$ cat src/rtl/pfcps_consts.svh
`ifndef PFCPS_CONSTS_SVH
`define PFCPS_CONSTS_SVH
// Notes on behaviour
// - Digitize coefficient pin before switching, then hold
// - Low captured coefficient disables compensation entirely
// - Any trip stops gate, starts restart delay
// - During delay, bias toggles between supply levels
// - After delay, bias off, full reset at turn-off
// - Feedback above selected level four samples trips
// - Supply above limit for filter time trips
// - Feedback low for continuous switching time trips
// - Current above high level trips immediately
// - Pulse current limit ends each on-time
// - First pulse uses reduced current limit
// - No sense rise during first pulse trips
// - First on-time capped inversely to input voltage
// - Zero-cross event derived each half line cycle
// - Sixty consecutive limited intervals trip overload
// - Thermal shutdown with upper and lower levels
// - Pin pulled first pulse, sampled second, selects set

`define PFCPS_CLK_KHZ 25000
`define PFCPS_RESTART_MS 3000
`define PFCPS_RESTART_CYC (`PFCPS_RESTART_MS * `PFCPS_CLK_KHZ)
`define PFCPS_FBLOW_MS 35
`define PFCPS_FBLOW_CYC (`PFCPS_FBLOW_MS * `PFCPS_CLK_KHZ)
`define PFCPS_VDDOV_US 10
`define PFCPS_VDDOV_CYC (`PFCPS_VDDOV_US * `PFCPS_CLK_KHZ / 1000)
`define PFCPS_SETDLY_US 5
`define PFCPS_SETDLY_CYC (`PFCPS_SETDLY_US * `PFCPS_CLK_KHZ / 1000)
`define PFCPS_FBOV_SAMPLES 4
`define PFCPS_OVERLOAD_INTERVALS 60
`define PFCPS_ADC_FS_MV 5000
`define PFCPS_PFDIS_MV 1500
`define PFCPS_PFDIS_CODE (`PFCPS_PFDIS_MV * 256 / `PFCPS_ADC_FS_MV)
`define PFCPS_FIRST_TON_K 800000

`define PFCPS_ADDR_CTRL 32'h0000_0000
`define PFCPS_ADDR_STATUS 32'h0000_0004
`define PFCPS_ADDR_COEF 32'h0000_0008
`define PFCPS_ADDR_COUNT 32'h0000_000c
`define PFCPS_CTRL_EN_BIT 0
`define PFCPS_CTRL_RESET 1'b1
`endif

$ cat src/rtl/pfcps_pkg.sv
package pfcps_pkg;
  typedef enum logic [3:0] {
    ST_CAPTURE = 4'b0001,
    ST_RUN = 4'b0010,
    ST_RESTART = 4'b0100,
    ST_DRAIN = 4'b1000
  } pfcps_state_t;

  typedef enum logic [2:0] {
    TRIP_NONE = 3'h0,
    TRIP_OUT_OV = 3'h1,
    TRIP_SHORT = 3'h2,
    TRIP_OVERCUR = 3'h3,
    TRIP_SENSE_SHORT = 3'h4,
    TRIP_OVERLOAD = 3'h5,
    TRIP_THERMAL = 3'h6
  } pfcps_trip_t;

  typedef struct packed {
    logic cs_above_limit;
    logic cs_above_high;
    logic cs_above_short;
    logic fb_sample_valid;
    logic fb_above_ov0;
    logic fb_above_ov1;
    logic fb_below_short;
    logic vdd_above_ov;
    logic vdd_below_bias_on;
    logic vdd_above_bias_off;
    logic vdd_below_off;
    logic temp_above_hi;
    logic temp_below_lo;
    logic line_above_cross;
    logic pf_above_ref;
  } pfcps_sense_t;
endpackage : pfcps_pkg

$ cat src/rtl/pfcps_persist.sv
`timescale 1ns/10ps
module pfcps_persist (
  // Clock, reset, enable
  input wire logic pclk,
  input wire logic presetn,
  input wire logic ce,
  // Run control
  input wire logic clear,
  input wire logic step,
  input wire logic cond,
  input wire logic [23:0] limit,
  // Result
  output logic [23:0] count,
  output logic hit
);
  logic [23:0] next_count;
  wire at_limit = count >= limit;
  // Saturates so a long run cannot wrap and look like a fresh start
  assign next_count = clear ? 24'h0 :
                      !step ? count :
                      !cond ? 24'h0 :
                      at_limit ? count : 24'(count + 24'h1);
  assign hit = step & cond & ~clear & (count >= 24'(limit - 24'h1));

  always_ff @(posedge pclk or negedge presetn) begin
    if (!presetn) begin
      count <= 24'h0;
    end else if (ce) begin
      count <= next_count;
    end
  end
endmodule : pfcps_persist

$ cat src/rtl/pfcps_top.sv
`timescale 1ns/10ps
`include "pfcps_consts.svh"
module pfcps_top import pfcps_pkg::*; #(
  parameter int unsigned RESTART_CYC = `PFCPS_RESTART_CYC,
  parameter int unsigned FBLOW_CYC = `PFCPS_FBLOW_CYC
) (
  // Clock, lockout reset, enable
  input wire logic pclk,
  input wire logic presetn,
  input wire logic ce,
  // APB slave
  input wire logic psel,
  input wire logic penable,
  input wire logic pwrite,
  input wire logic [31:0] paddr,
  input wire logic [31:0] pwdata,
  output logic pready,
  output logic pslverr,
  output logic [31:0] prdata,
  // Comparator levels
  input wire pfcps_sense_t sense,
  // On-time request and line information
  input wire logic gate_request,
  input wire logic [7:0] vin_peak_code,
  // Coefficient converter
  output logic adc_start,
  input wire logic adc_done,
  input wire logic [7:0] adc_data,
  // Power stage controls
  output logic gate_out,
  output logic current_limit_low,
  output logic pf_pulldown,
  output logic hv_bias_on,
  output logic pf_comp_enable,
  output logic threshold_set_one,
  output logic full_reset
);
  localparam logic [26:0] RESTART_LAST = 27'(RESTART_CYC - 1);
  localparam logic [6:0] SET_LAST = 7'(`PFCPS_SETDLY_CYC - 1);
  localparam logic [7:0] PFDIS_CODE = 8'(`PFCPS_PFDIS_CODE);
  localparam logic [23:0] TON_K = 24'(`PFCPS_FIRST_TON_K);

  // Product test avoids a divider in the first-pulse cap
  function automatic logic ton_reached(input logic [15:0] t,
                                       input logic [7:0] v);
    ton_reached = ({8'h0, t} * {16'h0, v}) >= TON_K;
  endfunction : ton_reached

  pfcps_state_t state;
  pfcps_state_t next_state;
  pfcps_trip_t trip;
  pfcps_trip_t next_trip;
  pfcps_trip_t hit_code;
  logic [7:0] coef_code;
  logic coef_valid;
  logic adc_busy;
  logic [1:0] pulse_num;
  logic req_d;
  logic line_d;
  logic [15:0] ton_cnt;
  logic sense_seen;
  logic limit_seen;
  logic [26:0] restart_cnt;
  logic [6:0] set_cnt;
  logic set_done;
  logic thermal;
  logic ctrl_enable;
  logic [31:0] next_prdata;
  logic [23:0] fbov_cnt;
  logic [23:0] vddov_cnt;
  logic [23:0] fblow_cnt;
  logic [23:0] overload_cnt;
  logic fbov_hit;
  logic vddov_hit;
  logic fblow_hit;
  logic overload_hit;

  wire st_capture = state == ST_CAPTURE;
  wire st_run = state == ST_RUN;
  wire st_restart = state == ST_RESTART;
  wire st_drain = state == ST_DRAIN;
  wire soft_clear = st_drain & sense.vdd_below_off;
  wire pulse_start = gate_request & ~req_d;
  wire cross_event = sense.line_above_cross ^ line_d;
  wire first_pulse = pulse_num == 2'd1;
  wire ton_cap = first_pulse & ton_reached(ton_cnt, vin_peak_code);
  wire on_end = gate_out & (~gate_request | sense.cs_above_limit
                            | ton_cap);
  wire limit_now = gate_out & sense.cs_above_limit;
  wire sense_hit = first_pulse & on_end & ~sense_seen
                   & ~sense.cs_above_short;
  wire fbov_cond = threshold_set_one ? sense.fb_above_ov1
                                     : sense.fb_above_ov0;
  wire switching = st_run & ctrl_enable;
  wire any_hit = st_run & (hit_code != TRIP_NONE);
  wire gate_allowed = switching & ~thermal & ~any_hit;
  wire restart_done = st_restart & (restart_cnt == RESTART_LAST);

  // Fixed priority when several faults land in one cycle
  assign hit_code = sense.cs_above_high ? TRIP_OVERCUR :
                    sense_hit ? TRIP_SENSE_SHORT :
                    (fbov_hit | vddov_hit) ? TRIP_OUT_OV :
                    fblow_hit ? TRIP_SHORT :
                    overload_hit ? TRIP_OVERLOAD :
                    sense.temp_above_hi ? TRIP_THERMAL : TRIP_NONE;

  pfcps_persist u_fbov (
    .pclk(pclk), .presetn(presetn), .ce(ce),
    .clear(~st_run), .step(sense.fb_sample_valid), .cond(fbov_cond),
    .limit(24'(`PFCPS_FBOV_SAMPLES)), .count(fbov_cnt), .hit(fbov_hit)
  );
  pfcps_persist u_vddov (
    .pclk(pclk), .presetn(presetn), .ce(ce),
    .clear(~st_run), .step(1'b1), .cond(sense.vdd_above_ov),
    .limit(24'(`PFCPS_VDDOV_CYC)), .count(vddov_cnt), .hit(vddov_hit)
  );
  pfcps_persist u_fblow (
    .pclk(pclk), .presetn(presetn), .ce(ce),
    .clear(~st_run), .step(switching), .cond(sense.fb_below_short),
    .limit(24'(FBLOW_CYC)), .count(fblow_cnt), .hit(fblow_hit)
  );
  pfcps_persist u_overload (
    .pclk(pclk), .presetn(presetn), .ce(ce),
    .clear(~st_run), .step(cross_event), .cond(limit_seen | limit_now),
    .limit(24'(`PFCPS_OVERLOAD_INTERVALS)), .count(overload_cnt),
    .hit(overload_hit)
  );

  always_comb begin
    next_state = state;
    case (state)
      ST_CAPTURE: begin
        if (coef_valid) begin
          next_state = ST_RUN;
        end
      end
      ST_RUN: begin
        if (any_hit) begin
          next_state = ST_RESTART;
        end
      end
      ST_RESTART: begin
        if (restart_done) begin
          next_state = ST_DRAIN;
        end
      end
      ST_DRAIN: begin
        if (soft_clear) begin
          next_state = ST_CAPTURE;
        end
      end
      default: next_state = ST_CAPTURE;
    endcase
  end

  // Only the first fault is kept; later ones wait for the full reset
  assign next_trip = soft_clear ? TRIP_NONE :
                     (any_hit && trip == TRIP_NONE) ? hit_code :
                     trip;

  always_ff @(posedge pclk or negedge presetn) begin
    if (!presetn) begin
      state <= ST_CAPTURE;
      trip <= TRIP_NONE;
      full_reset <= 1'b0;
    end else if (ce) begin
      state <= next_state;
      trip <= next_trip;
      full_reset <= soft_clear;
    end
  end

  // Conversion runs while the gate is held off, so no switching noise
  always_ff @(posedge pclk or negedge presetn) begin
    if (!presetn) begin
      adc_start <= 1'b0;
      adc_busy <= 1'b0;
      coef_valid <= 1'b0;
      coef_code <= 8'h00;
    end else if (ce) begin
      // Busy is set one edge late, so the pulse masks itself
      adc_start <= st_capture & ~adc_busy & ~adc_start & ~coef_valid;
      if (soft_clear) begin
        adc_busy <= 1'b0;
        coef_valid <= 1'b0;
        coef_code <= 8'h00;
      end else if (adc_busy & adc_done) begin
        adc_busy <= 1'b0;
        coef_valid <= 1'b1;
        coef_code <= adc_data;
      end else if (adc_start) begin
        adc_busy <= 1'b1;
      end
    end
  end

  always_ff @(posedge pclk or negedge presetn) begin
    if (!presetn) begin
      pf_comp_enable <= 1'b0;
    end else if (ce) begin
      pf_comp_enable <= ~soft_clear & coef_valid
                        & (coef_code >= PFDIS_CODE);
    end
  end

  always_ff @(posedge pclk or negedge presetn) begin
    if (!presetn) begin
      req_d <= 1'b0;
      line_d <= 1'b0;
      gate_out <= 1'b0;
      ton_cnt <= 16'h0000;
    end else if (ce) begin
      req_d <= gate_request;
      line_d <= sense.line_above_cross;
      gate_out <= gate_allowed & (gate_out ? ~on_end : pulse_start);
      ton_cnt <= !gate_out ? 16'h0000 :
                 (&ton_cnt) ? ton_cnt : 16'(ton_cnt + 16'h1);
    end
  end

  always_ff @(posedge pclk or negedge presetn) begin
    if (!presetn) begin
      pulse_num <= 2'd0;
      sense_seen <= 1'b0;
    end else if (ce) begin
      if (soft_clear) begin
        pulse_num <= 2'd0;
      end else if (gate_allowed & pulse_start & ~&pulse_num) begin
        pulse_num <= 2'(pulse_num + 2'd1);
      end
      sense_seen <= ~soft_clear & (sense_seen | (gate_out & first_pulse
                                   & sense.cs_above_short));
    end
  end

  // Low limit also stands before the first pulse so it is set in time
  always_ff @(posedge pclk or negedge presetn) begin
    if (!presetn) begin
      current_limit_low <= 1'b1;
      pf_pulldown <= 1'b0;
    end else if (ce) begin
      current_limit_low <= ~pulse_num[1];
      pf_pulldown <= ~st_capture & ~pulse_num[1];
    end
  end

  always_ff @(posedge pclk or negedge presetn) begin
    if (!presetn) begin
      set_cnt <= 7'h00;
      set_done <= 1'b0;
      threshold_set_one <= 1'b0;
    end else if (ce) begin
      if (soft_clear) begin
        set_cnt <= 7'h00;
        set_done <= 1'b0;
        threshold_set_one <= 1'b0;
      end else if (pulse_num[1] & ~set_done) begin
        set_cnt <= 7'(set_cnt + 7'h01);
        if (set_cnt == SET_LAST) begin
          set_done <= 1'b1;
          threshold_set_one <= ~sense.pf_above_ref;
        end
      end
    end
  end

  always_ff @(posedge pclk or negedge presetn) begin
    if (!presetn) begin
      limit_seen <= 1'b0;
      thermal <= 1'b0;
    end else if (ce) begin
      limit_seen <= ~cross_event & (limit_seen | limit_now);
      thermal <= sense.temp_above_hi
                 | (thermal & ~sense.temp_below_lo);
    end
  end

  always_ff @(posedge pclk or negedge presetn) begin
    if (!presetn) begin
      restart_cnt <= 27'h0;
      hv_bias_on <= 1'b0;
    end else if (ce) begin
      restart_cnt <= st_restart ? 27'(restart_cnt + 27'h1) : 27'h0;
      hv_bias_on <= st_restart & ~restart_done
                    & (sense.vdd_below_bias_on
                       | (hv_bias_on & ~sense.vdd_above_bias_off));
    end
  end

  // APB: zero wait states, read data latched in the setup cycle
  wire apb_setup = psel & ~penable;
  wire hit_ctrl = paddr == `PFCPS_ADDR_CTRL;
  wire hit_status = paddr == `PFCPS_ADDR_STATUS;
  wire hit_coef = paddr == `PFCPS_ADDR_COEF;
  wire hit_count = paddr == `PFCPS_ADDR_COUNT;
  wire mapped = hit_ctrl | hit_status | hit_coef | hit_count;
  wire ctrl_write = psel & penable & pwrite & hit_ctrl;
  assign pready = 1'b1;
  assign pslverr = psel & penable & ~mapped;

  always_comb begin
    next_prdata = 32'h0000_0000;
    if (hit_ctrl) begin
      next_prdata = {31'h0, ctrl_enable};
    end else if (hit_status) begin
      next_prdata = {18'h0, pulse_num, hv_bias_on, pf_comp_enable,
                     set_done, threshold_set_one, thermal, trip, state};
    end else if (hit_coef) begin
      next_prdata = {23'h0, coef_valid, coef_code};
    end else if (hit_count) begin
      next_prdata = {26'h0, overload_cnt[5:0]};
    end
  end

  always_ff @(posedge pclk or negedge presetn) begin
    if (!presetn) begin
      prdata <= 32'h0000_0000;
      ctrl_enable <= `PFCPS_CTRL_RESET;
    end else if (ce) begin
      if (apb_setup & ~pwrite) begin
        prdata <= next_prdata;
      end
      if (ctrl_write) begin
        ctrl_enable <= pwdata[`PFCPS_CTRL_EN_BIT];
      end
    end
  end
endmodule : pfcps_top

$ cat config.mk
export PLATFORM = sky130hd
export DESIGN_NAME = pfcps_top
export DESIGN_NICKNAME = d
export VERILOG_FILES = /design/src/rtl/pfcps_pkg.sv /design/src/rtl/pfcps_persist.sv /design/src/rtl/pfcps_top.sv
export VERILOG_INCLUDE_DIRS = /design/src /design/src/rtl
export SDC_FILE = /design/constraint.sdc
export NUM_CORES = 1
export LEC_CHECK = 0
export ABC_AREA = 1
export BUFFER_PORTS_ARGS = -buffer_cell sky130_fd_sc_hd__buf_2
export CAP_MARGIN = 10
export CORE_MARGIN = 4
export CORE_UTILIZATION = 31
export CTS_CLUSTER_SIZE = 25
export DETAILED_ROUTE_END_ITERATION = 10
export GPL_TIMING_DRIVEN = 0
export PLACE_DENSITY = 0.47
export RECOVER_POWER = 50
export SYNTH_ARGS = -nofsm -noshare
export SYNTH_HDL_FRONTEND = slang
export SYNTH_SLANG_ARGS = --single-unit
$ cat constraint.sdc
create_clock -name pclk -period 4.4 [get_ports pclk]
set_input_delay 0.88 -clock pclk [delete_from_list [all_inputs] [get_ports pclk]]
set_output_delay 0.88 -clock pclk [all_outputs]
set_load 0.1 [all_outputs]
==> results.yml <==
run_status:
  status: "finished, violations left"
  violations: "capacitance limit, slew limit, setup timing"
finish:
  final_cells: 2642
  fill_cells: 4758
  final_area_sq_um: 17200
  seq_area_sq_um: 4870
  final_core_util_pct: 37.8
  nNetsFinal: 2273
  synthToLayoutAreaGrowth_pct: 20.5
  drive_above_1_share_pct: 18.2
  multiInputGateArea_sq_um: 8020
sta:
  post-route-period-util_pct: 119
  maxSlewHeadroom_pct: -91.5
  worst_hold_slack_ps: 475
  worst_clock_skew_ps: 11.0
  final.setup.tns_ps: -7930
  setup_viol: 10
  hold_violations: 0
  timing.final.crit_period_ps: 5210
  clock.fmax_mhz: 192
  setup_ws_ps: -815
  slew_violations: 113
  worstMarginPinSlew_ps: 2870
  rsz0062_at_grt: "yes"
setup_path:
  arrival_ps: 5600
  end_kind: "flip-flop"
  cpMostUsedCell: "nand2_4"
  crit_slowest_cell: "fa_1"
  cp.buffers_inverters: 7
  critPathMaxStageDelay_ps: 530
  critPathTopFamily: "adder cells"
  crit_type: "in2reg"
  crit_required_ps: 4780
  start_kind: "input port"
  crit_fanout: 8
logic_synthesis:
  ys_ff_latch: 194
  synth_edf_count: 0
  synth_compound_area_share_pct: 8.61
  synth-simple-area-share_pct: 24.8
  ys_seq_area_share_pct: 34.1
  ys_types: 62
  synth_fa_ha_area_share_pct: 17.1
  synth.area.mux_share_pct: 0.0791
  synth_top_area_share_pct: 33.6
  ys.flop_type: "dfrtp_1"
  avgSynthCellArea_sq_um: 7.54
  yosys.area_share.xor_xnor_pct: 0.615
  synthTopCellsByArea: "dfrtp_1 (34%), fa_1 (12%), inv_1 (12%), nand2_1 (10%), ha_1 (5.3%)"
  synth_area_sq_um: 14200
  yosys_warnings: 0
  synth_cells: 1889
  synth_top_family_by_area: "simple AND/OR/NAND/NOR gates"
  synth_top_cell_by_area: "dfrtp_1"
  async_flop_share_pct: 100
worst_hold_path:
  hold_class: "reg2reg"
clocking:
  cts.clk_slew.worst_paths_ps: 80
  htreeDepth: 4
  cts_buffers: 17
  clock_sinks: 194
  clockBufferDepth: 2
  root_buffer: "clkbuf_16"
  clkLatencyLatePin_ps: 450
  cts_tree: "built"
  hold_buffers: 0
die:
  core.rowCount: 78
  io_pins: 145
  die_height_um: 222
  fp.coreArea_sq_um: 45400
  start_util_pct: 31.4
  die_area_sq_um: 49400
  fp.dieW_um: 222
placement:
  dp_cells: 2594
  place_area_sq_um: 15900
  dp_hpwl_um: 27800
  place.port_buffers: 86
  gp_congestion: 0.801
  dp_slack_ps: -1580
flow_run:
  maxCapViolCount: 1
grt:
  first_global_vias: 11911
  grt_use_total_pct: 14.6
  antenna_found_initial: 5
  grt-ovfl-total: 0
  grt_max_degree: 113
  grt_pass1_wl_um: 60000
power_and_ir_drop:
  power_density_nw_per_um2: 250
  ir_drop_v: 0.000281
  finalPower_mw: 4.30
  p_leak_nw: 9.13
drt:
  drt_first_pass_iters: 5
  vias: 11809
  drcViolationCount: 0
  drt-initial-drc-count: 491
  avgViaCountPerCell: 4.47
  wirelength_um: 35400
  wl_per_cell_um: 13.4
  detail-route-antenna-nets: 0
-- worst paths after layout --
kind / cells after the start / slack [ps] / from / to
worst max-delay path: 31 / -810 / vin_peak_code[6] / state[1]
worst min-delay path: 2 / 480 / u_fblow.count[20] / u_fblow.count[20]
worst max register to register: 32 / -690 / ton_cnt[5] / state[1]
worst min register to register: 2 / 480 / u_fblow.count[20] / u_fblow.count[20]
max in group asynchronous: 3 / 590 / presetn / u_vddov.count[9]
min in group asynchronous: 2 / 1550 / presetn / restart_cnt[17]
-- cell families after synthesis --
kind of cell             Yosys count
AO/OA/AOI/OAI                    217
buffers and inverters            529
multiplexers                       1
other                              2
flip-flops                       194
XOR/XNOR                          10
adder cells (fa/ha/maj)          144
AND/OR/NAND/NOR                  792
-- report_power, final --
group | internal (mW) | switching (mW)
registers | 1.89 | 0.0814
clock network | 0.791 | 0.781
logic | 0.204 | 0.547
-- cell type report --
class,instances,area share (%)
sequential,194,28.3
multi-input combinational,1183,46.7
inverter,462,10.1
clock buffer,19,2.64
buffer,55,3.01
timing repair buffer,113,3.99
tap,600,4.37
clock inverter,13,0.758
antenna,3,0.0437
-- sequential cells by signal, summed over array words and instances (netlist names), 2 cells and up --
name              count
coef_code             8
prdata               14
pulse_num             2
restart_cnt          27
set_cnt               7
state                 4
ton_cnt              16
trip                  3
u_fblow.count        24
u_fbov.count         24
u_overload.count     24
u_vddov.count        24
-- Yosys cell counts (9+ instances only) --
| cell | number |
|---|---|
| a21oi_1 | 72 |
| a31oi_1 | 9 |
| buf_4 | 21 |
| clkbuf_1 | 40 |
| dfrtp_1 | 191 |
| fa_1 | 84 |
| ha_1 | 60 |
| inv_1 | 442 |
| inv_2 | 17 |
| nand2_1 | 397 |
| nand3_1 | 71 |
| nand4_1 | 41 |
| nor2_1 | 165 |
| nor3_1 | 47 |
| nor4_1 | 17 |
| o21ai_0 | 90 |
-- repair_timing --
item,in CTS,in global routing
gates cloned,0,0
pin swaps,86,53
resized for setup,82,65
setup buffers,21,4
setup endpoints to repair,10,10
-- cell usage in the layout (no fill, tap or decap), types with 6 or more instances in the layout --
cell type	n
inv_1	426
nand2_1	355
dfrtp_1	184
nor2_1	149
buf_2	87
o21ai_0	86
fa_1	80
nand3_1	61
a21oi_1	60
ha_1	47
buf_4	43
nor3_1	43
nand4_1	41
nand2_2	36
inv_2	32
clkbuf_16	26
conb_1	19
clkbuf_1	17
nor4_1	17
nand2_4	16
nor2_4	15
nor2_2	12
ha_4	12
a21oi_2	11
nand3_2	10
a31oi_1	9
o21a_1	8
o211ai_1	8
inv_8	8
nor3_2	7
dfrtp_2	7
nand3_4	6
o21ai_1	6
xor2_1	6
-- per-layer routing --
layer / vias to the layer above / wire length [um] / GRT usage [%] / part of all wire, %
met4: 4 / 507 / 3.28 / 1.4
met2: 139 / 16800 / 23.8 / 47
met5: - / 27 / 0 / 0.076
met1: 5602 / 17000 / 20.3 / 48
met3: 34 / 1100 / 2.71 / 3.1
li1: 6030 / - / - / -
-- worst reg2reg max path: cells and delay by family (launching register included) --
| family | cells | cell delay, ps |
|---|---|---|
| adder cells (fa/ha/maj) | 5 | 2370 |
| AO/OA/AOI/OAI | 1 | 160 |
| buffers and inverters | 4 | 390 |
| flip-flops | 1 | 360 |
| AND/OR/NAND/NOR | 22 | 1750 |
Power figures use the tool's default switching activity.
